<file path="src/cpu_periph_defs.vh">
// Address map, sizing and timing constants for the core access decoder
`ifndef CPU_PERIPH_DEFS_VH
`define CPU_PERIPH_DEFS_VH
`define PERIPH_BASE 32'h03fff000
`define PERIPH_LAST 32'h03ffffff
`define PERIPH_TOP_BITS 20
`define PERIPH_TOP_VALUE 20'h03fff
`define EXT_ADDR_LINES 22
`define SIZE_BYTE 2'h0
`define SIZE_HALF 2'h1
`define SIZE_WORD 2'h2
`define PERIPH_BASE_CLOCKS 3
`define WAIT_WIDTH 3
`endif

</file>
<file path="src/cpu_peripheral_access_decode.v">
// Core access decoder for peripheral register space and external memory
// Operation
// RQ1: Region 03FFF000H-03FFFFFFH is peripheral space; instruction fetches there are refused.
// RQ2: Word access to peripheral space becomes two halfwords, lower first, address bits 1:0 ignored.
// RQ3: Halfword access to byte register: read upper 8 undefined, write lower 8 only.
// RQ4: Core must not access undefined peripheral addresses; behaviour there is not guaranteed.
// RQ5: External space decodes 22 address lines only, mirroring a 4 MB image.
// RQ6: Interrupt or table-call return clears program counter bit 0.
// RQ7: Peripheral access takes three clocks plus software-set wait cycles.
// RQ8: Split halves go back to back; core sees completion after both.
`timescale 1ns/1ps
`default_nettype none
`include "cpu_periph_defs.vh"
module cpu_peripheral_access_decode (
  input wire clk,
  input wire reset,
  input wire clkEnable,
  input wire [`WAIT_WIDTH-1:0] waitCycles,
  input wire reqValid,
  input wire reqFetch,
  input wire reqWrite,
  input wire [1:0] reqSize,
  input wire [31:0] reqAddr,
  input wire [31:0] reqWriteData,
  output wire reqReady,
  output reg respValid,
  output reg respFetchError,
  output reg [31:0] respReadData,
  output reg periphStrobe,
  output reg periphWrite,
  output reg [11:0] periphAddr,
  output reg [15:0] periphWriteData,
  output reg [1:0] periphByteEnable,
  input wire [15:0] periphReadData,
  input wire periphByteReg,
  output reg extStrobe,
  output reg extWrite,
  output reg [1:0] extSize,
  output reg [`EXT_ADDR_LINES-1:0] externalAddressLines,
  output reg [31:0] extWriteData,
  input wire [31:0] extReadData,
  input wire extDone,
  input wire returnOpValid,
  input wire [1:0] returnSource,
  input wire [31:0] interruptReturnPcSave,
  input wire [31:0] fatalReturnPcSave,
  input wire [31:0] tableCallReturnPcSave,
  output reg [31:0] restoredPc,
  output reg restoredPcValid
);
  // ---------------------------------------------------------------
  // Decoding
  // ---------------------------------------------------------------
  localparam IDLE = 4'b0001;
  localparam PERLO = 4'b0010;
  localparam PERHI = 4'b0100;
  localparam EXTB = 4'b1000;

  function isPeriph;
    input [31:0] addr;
    begin
      isPeriph = (addr[31:12] == `PERIPH_TOP_VALUE); // RQ1
    end
  endfunction

  reg [3:0] state;
  reg [3:0] next_state;
  reg isWord;
  reg isHalf;
  reg [11:0] baseAddr;
  reg [31:0] wdata;
  reg wr;
  reg [1:0] byteEnableReg;
  wire timerStart;
  wire timerDone;

  assign reqReady = (state == IDLE);
  assign timerStart = periphStrobe;

  always @* begin
    periphByteEnable = periphByteReg ? (byteEnableReg & 2'h1) : byteEnableReg; // RQ3
  end

  periph_access_timer accessTimer (
    .clk(clk),
    .reset(reset),
    .clkEnable(clkEnable),
    .start(timerStart),
    .waitCycles(waitCycles),
    .busy(),
    .done(timerDone)
  );

  always @* begin
    next_state = state;
    case (state)
      IDLE: begin
        if (reqValid && !(reqFetch && isPeriph(reqAddr))) begin
          next_state = isPeriph(reqAddr) ? PERLO : EXTB;
        end
      end
      PERLO: begin
        if (timerDone) begin
          next_state = isWord ? PERHI : IDLE; // RQ8
        end
      end
      PERHI: begin
        if (timerDone) begin
          next_state = IDLE;
        end
      end
      EXTB: begin
        if (extDone) begin
          next_state = IDLE;
        end
      end
      default: next_state = IDLE;
    endcase
  end

  // ---------------------------------------------------------------
  // Transfer sequencing
  // ---------------------------------------------------------------
  always @(posedge clk) begin
    if (reset) begin
      state <= IDLE;
      isWord <= 1'b0;
      isHalf <= 1'b0;
      baseAddr <= 12'h000;
      wdata <= 32'h00000000;
      wr <= 1'b0;
      respValid <= 1'b0;
      respFetchError <= 1'b0;
      respReadData <= 32'h00000000;
      periphStrobe <= 1'b0;
      periphWrite <= 1'b0;
      periphAddr <= 12'h000;
      periphWriteData <= 16'h0000;
      byteEnableReg <= 2'h0;
      extStrobe <= 1'b0;
      extWrite <= 1'b0;
      extSize <= 2'h0;
      externalAddressLines <= {`EXT_ADDR_LINES{1'b0}};
      extWriteData <= 32'h00000000;
    end else if (clkEnable) begin
      state <= next_state;
      respValid <= 1'b0;
      respFetchError <= 1'b0;
      periphStrobe <= 1'b0;
      extStrobe <= 1'b0;
      case (state)
        IDLE: begin
          if (reqValid) begin
            isWord <= (reqSize == `SIZE_WORD);
            isHalf <= (reqSize == `SIZE_HALF);
            wdata <= reqWriteData;
            wr <= reqWrite;
            if (reqFetch && isPeriph(reqAddr)) begin
              respValid <= 1'b1; // RQ1
              respFetchError <= 1'b1; // RQ1
              respReadData <= 32'h00000000;
            end else if (isPeriph(reqAddr)) begin
              // Word: drop address bits 1:0, lower half first
              baseAddr <= (reqSize == `SIZE_WORD) ? {reqAddr[11:2], 2'h0} : reqAddr[11:0]; // RQ2
              periphStrobe <= 1'b1;
              periphWrite <= reqWrite;
              periphAddr <= (reqSize == `SIZE_WORD) ? {reqAddr[11:2], 2'h0} : reqAddr[11:0]; // RQ2
              periphWriteData <= reqWriteData[15:0];
              byteEnableReg <= (reqSize == `SIZE_BYTE) ? 2'h1 : 2'h3;
            end else begin
              extStrobe <= 1'b1;
              extWrite <= reqWrite;
              extSize <= reqSize;
              externalAddressLines <= reqAddr[`EXT_ADDR_LINES-1:0]; // RQ5
              extWriteData <= reqWriteData;
            end
          end
        end
        PERLO: begin
          if (timerDone) begin
            respReadData[15:0] <= periphReadData;
            if (periphByteReg && !wr && isHalf) begin
              respReadData[15:8] <= 8'h00; // RQ3
            end
            if (isWord) begin
              periphStrobe <= 1'b1; // RQ8
              periphAddr <= baseAddr + 12'h002; // RQ2
              periphWriteData <= wdata[31:16]; // RQ2
              byteEnableReg <= 2'h3;
            end else begin
              respValid <= 1'b1;
              respReadData[31:16] <= 16'h0000;
            end
          end
        end
        PERHI: begin
          if (timerDone) begin
            respReadData[31:16] <= periphReadData;
            respValid <= 1'b1; // RQ8
          end
        end
        EXTB: begin
          if (extDone) begin
            respReadData <= extReadData;
            respValid <= 1'b1;
          end
        end
        default: begin
          respValid <= 1'b0;
        end
      endcase
    end
  end

  // ---------------------------------------------------------------
  // Return address restore
  // ---------------------------------------------------------------
  always @(posedge clk) begin
    if (reset) begin
      restoredPc <= 32'h00000000;
      restoredPcValid <= 1'b0;
    end else if (clkEnable) begin
      restoredPcValid <= returnOpValid;
      if (returnOpValid) begin
        case (returnSource)
          2'h0: restoredPc <= {interruptReturnPcSave[31:1], 1'b0}; // RQ6
          2'h1: restoredPc <= {fatalReturnPcSave[31:1], 1'b0}; // RQ6
          default: restoredPc <= {tableCallReturnPcSave[31:1], 1'b0}; // RQ6
        endcase
      end
    end
  end
endmodule // cpu_peripheral_access_decode
`default_nettype wire

</file>
<file path="src/periph_access_timer.v">
// Times one peripheral halfword access: base clocks plus wait cycles
`timescale 1ns/1ps
`default_nettype none
`include "cpu_periph_defs.vh"
module periph_access_timer (
  input wire clk,
  input wire reset,
  input wire clkEnable,
  input wire start,
  input wire [`WAIT_WIDTH-1:0] waitCycles,
  output reg busy,
  output wire done
);
  reg [`WAIT_WIDTH+1:0] count;
  localparam integer BASE_LESS_ONE = `PERIPH_BASE_CLOCKS - 1;

  assign done = busy && (count == {(`WAIT_WIDTH+2){1'b0}});

  always @(posedge clk) begin
    if (reset) begin
      busy <= 1'b0;
      count <= {(`WAIT_WIDTH+2){1'b0}};
    end else if (clkEnable) begin
      if (start && !busy) begin
        busy <= 1'b1;
        count <= BASE_LESS_ONE[`WAIT_WIDTH+1:0] + {2'h0, waitCycles}; // RQ7
      end else if (done) begin
        busy <= 1'b0;
      end else if (busy) begin
        count <= count - 1'b1;
      end
    end
  end
endmodule // periph_access_timer
`default_nettype wire
</file>
<file path="config.mk">
export PLATFORM = sky130hd
export DESIGN_NAME = cpu_peripheral_access_decode
export DESIGN_NICKNAME = d
export VERILOG_FILES = /design/src/cpu_peripheral_access_decode.v /design/src/periph_access_timer.v
export VERILOG_INCLUDE_DIRS = /design/src /design/src/src
export SDC_FILE = /design/constraint.sdc
export NUM_CORES = 1
export LEC_CHECK = 0
export BUFFER_PORTS_ARGS = -buffer_cell sky130_fd_sc_hd__buf_4
export CORE_MARGIN = 3
export CORE_UTILIZATION = 35
export CTS_CLUSTER_DIAMETER = 60
export CTS_CLUSTER_SIZE = 14
export DETAILED_ROUTE_END_ITERATION = 10
export GPL_TIMING_DRIVEN = 1
export PLACE_DENSITY_LB_ADDON = 0.2
export SLEW_MARGIN = 40
export SYNTH_ARGS = -nofsm -noshare
export SYNTH_HDL_FRONTEND = slang
export SYNTH_SLANG_ARGS = --single-unit
</file>
<file path="constraint.sdc">
create_clock -name clk -period 3.3 [get_ports clk]
set_input_delay 0.33 -clock clk [delete_from_list [all_inputs] [get_ports clk]]
set_output_delay 0.33 -clock clk [all_outputs]
set_load 0.02 [all_outputs]
</file>
==> impl_results.md <==
* Status: finished, final reports clean
* CTS tree: yes
* Routed Antenna Nets at 0
* Fraction of layout cells with a size suffix above 1 at 0.338
* Netlist cell types at 54
* Gr usage total at 0.208
* Die width at 165 um
* Post-Synthesis Cells at 1,013
* Initial antenna violation count at 0
* Starting Density at 0.361
* H-tree Lvls at 4
* Peak VDD IR at 0.000316 V
* R2R Setup Slk at 0.70 ns
* Post-synth top flop: dfxtp_1
* Syn_area_per_cell at 8.79 um^2
* Most common cell after layout, fill and taps aside: buf_4
* #FFs+latches synth at 197
* DRC viols at 0
* Max Freq at 385 MHz
* Max_slew headroom at 0.466
* Ys async rst share at 0
* Number of synthesized flops with an enable pin at 0
* Largest net degree at the start of global routing at 90
* # Post-CTS Setup Buffers at 0
* Ant diodes at 0
* Final min period at 2.60 ns
* Int Power at 3.86 mW
* Total power at 5.39 mW
* Initial DRT Pass Iterations at 6
* Die area at 27,400 um^2
* Clk buf depth at 2
* P&R area growth vs syn at 40.7%
* Core Region at 24,700 um^2
* Clock transition at path regs at 0.08 ns
* Seq pwr share at 0.464
* Synth Cell Area at 8900 um^2
* Comb power frac at 0.160
* Drt initial violations at 520
* Mapped Nets at 1,241
* DP HPWL at 22,200 um
* First-pass GRT wire length at 44,700 um
* HP Class: in -> reg
* Rows at 57
* Final Max Slew Viols at 0
* Routed vias at 8,516
* Clk sinks at 197
* Final setup viols at 0
* Port bufs at 377
* Max Cap Viol at 0
* Hold Vio Cnt, Final at 0
* Slew @ Worst Pin at 0.801 ns
* PD cells at 430 nW/um^2
* Synth top area share at 0.443
* GR Overflow Total at 0
* Vias in the first global route at 8,183
* Kind of critical path: reg -> reg
* Largest area contributor in the netlist: dfxtp_1
* Final Cycle Share at 0.787
* YS warnings at 0
* CTS Buf Count at 17
* Clock Power Share at 0.376
* Maximum fanout along the worst path at 33
* Die height at 165 um
* Num ports at 382
* RSZ-0062 raised after global routing: no
* Routed wire length at 29,800 um
* Pleak at 5.20 nW
* Most frequent cells in the layout: buf_4 (397), dfxtp_1 (197), nand2_1 (143)
* WL/cell at 17.7 um
* Final Wtd Congestion at 0.836
* Hold slack at 0.131 ns
* DR vias/cell at 5.06
* Post-synthesis sequential area ratio at 0.443
* Fin Setup TNS at 0 ns
* Critical path arrival at 2.94 ns
* Clk Latency, worst-skew pair at 0.44 ns
* CP endpoint kind: flip-flop
* Root buffer cell: clkbuf_16
* P_sw at 1.52 mW
* Hold-fix buffer count after cts at 0
* Sw Ratio at 0.283
* Post-cts sizing count at 0
* Worst Setup Start Kind: flip-flop
* Critical Path RT at 3.64 ns
* Final net count at 1,574
* Synth area leaders: dfxtp_1 (44%), mux2i_1 (14%), nand2_1 (6.1%)
* Clk_skew at 0.0155 ns
-- kinds of logic (layout without fill, tap and decap cells) --
group / after synthesis / after routing / synth area share
simple gates: 321 / 321 / 0.162
compound gates: 261 / 261 / 0.191
flops: 197 / 197 / 0.443
mux: 121 / 121 / 0.136
buf+inv: 99 / 445 / 0.0529
xor+xnor: 9 / 9 / 0.00886
fa+ha+maj: 4 / 4 / 0.00562
other cells: 1 / 1 / 0.000421
-- cell usage after synthesis (8+ instances only) --
library cell,n
clkbuf_1,56
a211oi_1,29
o21ai_0,52
a22oi_1,26
nand3_1,14
nor2_1,94
nand2_1,144
nand4_1,9
a311oi_1,17
buf_2,15
inv_1,11
nor3_1,21
mux2i_1,121
a32oi_1,9
a211oi_2,10
a21oi_1,100
nor2b_1,8
dfxtp_1,197
-- metrics by stage --
step / instances / instance area (um^2) / utilization / setup WS (ns)
2_1_floorplan: 1013 / 8900 / - / 0.896
3_3_place_gp: 1651 / 11900 / 0.484 / 0.645
3_5_place_dp: 1651 / 12000 / 0.484 / 0.645
4_1_cts: 1683 / 12500 / 0.507 / 0.738
5_1_grt: 1683 / 12500 / 0.507 / 0.496
6_report: 1683 / 12500 / 0.507 / 0.704
-- per-layer routing --
metal | vias up | global-route usage | wire, um
li1 | 4257 | - | -
met1 | 3968 | 0.258 | 12400
met2 | 256 | 0.358 | 14800
met3 | 35 | 0.0534 | 1990
met4 | 0 | 0.0594 | 602
met5 | - | 0 | 0
-- worst paths after layout --
check                                start                       endpoint  depth (start not counted)
max                  state[2]$_SDFFE_PP0P_  respReadData[28]$_SDFFE_PP0P_                          7
min                       reqWriteData[13]  extWriteData[13]$_SDFFE_PP0P_                          3
max reg2reg          state[2]$_SDFFE_PP0P_  respReadData[28]$_SDFFE_PP0P_                          7
min reg2reg  byteEnableReg[0]$_SDFFE_PP0P_  byteEnableReg[0]$_SDFFE_PP0P_                          2
-- sequential cells by signal, indices dropped and copies added (netlist names), 4 cells and up --
| signal | flops |
|---|---|
| extWriteData | 32 |
| respReadData | 32 |
| restoredPc | 31 |
| externalAddressLines | 22 |
| periphWriteData | 16 |
| wdata | 16 |
| baseAddr | 12 |
| periphAddr | 12 |
| accessTimer.count | 5 |
| state | 4 |
-- worst max-delay path, stage by stage, from the launching register on --
cell	delay, ns
dfxtp_1	0.48
or4b_1	0.34
inv_2	0.16
a221o_1	0.47
nor2_2	0.30
buf_4	0.37
a21oi_1	0.11
a311oi_1	0.26
-- final cells by class --
type / instances / area [um^2]
fillers: 2427 / 12200
multi-input cells: 717 / 4520
clock buffers: 18 / 429
flip-flops and latches: 197 / 3940
clock inverters: 14 / 143
well taps: 324 / 405
inverters: 13 / 48.8
repair buffers: 400 / 3030
-- power groups by stage --
stage          Combinational (mW)  Sequential, mW  Clock, mW
4_1_cts                     0.867            2.50       2.10
5_1_grt                     0.936            2.51       2.19
6_report                    0.860            2.50       2.03
3_3_place_gp                0.858            2.55          0
2_1_floorplan               0.357            2.63          0
3_5_place_dp                0.864            2.55          0
Power figures use the tool's default switching activity.
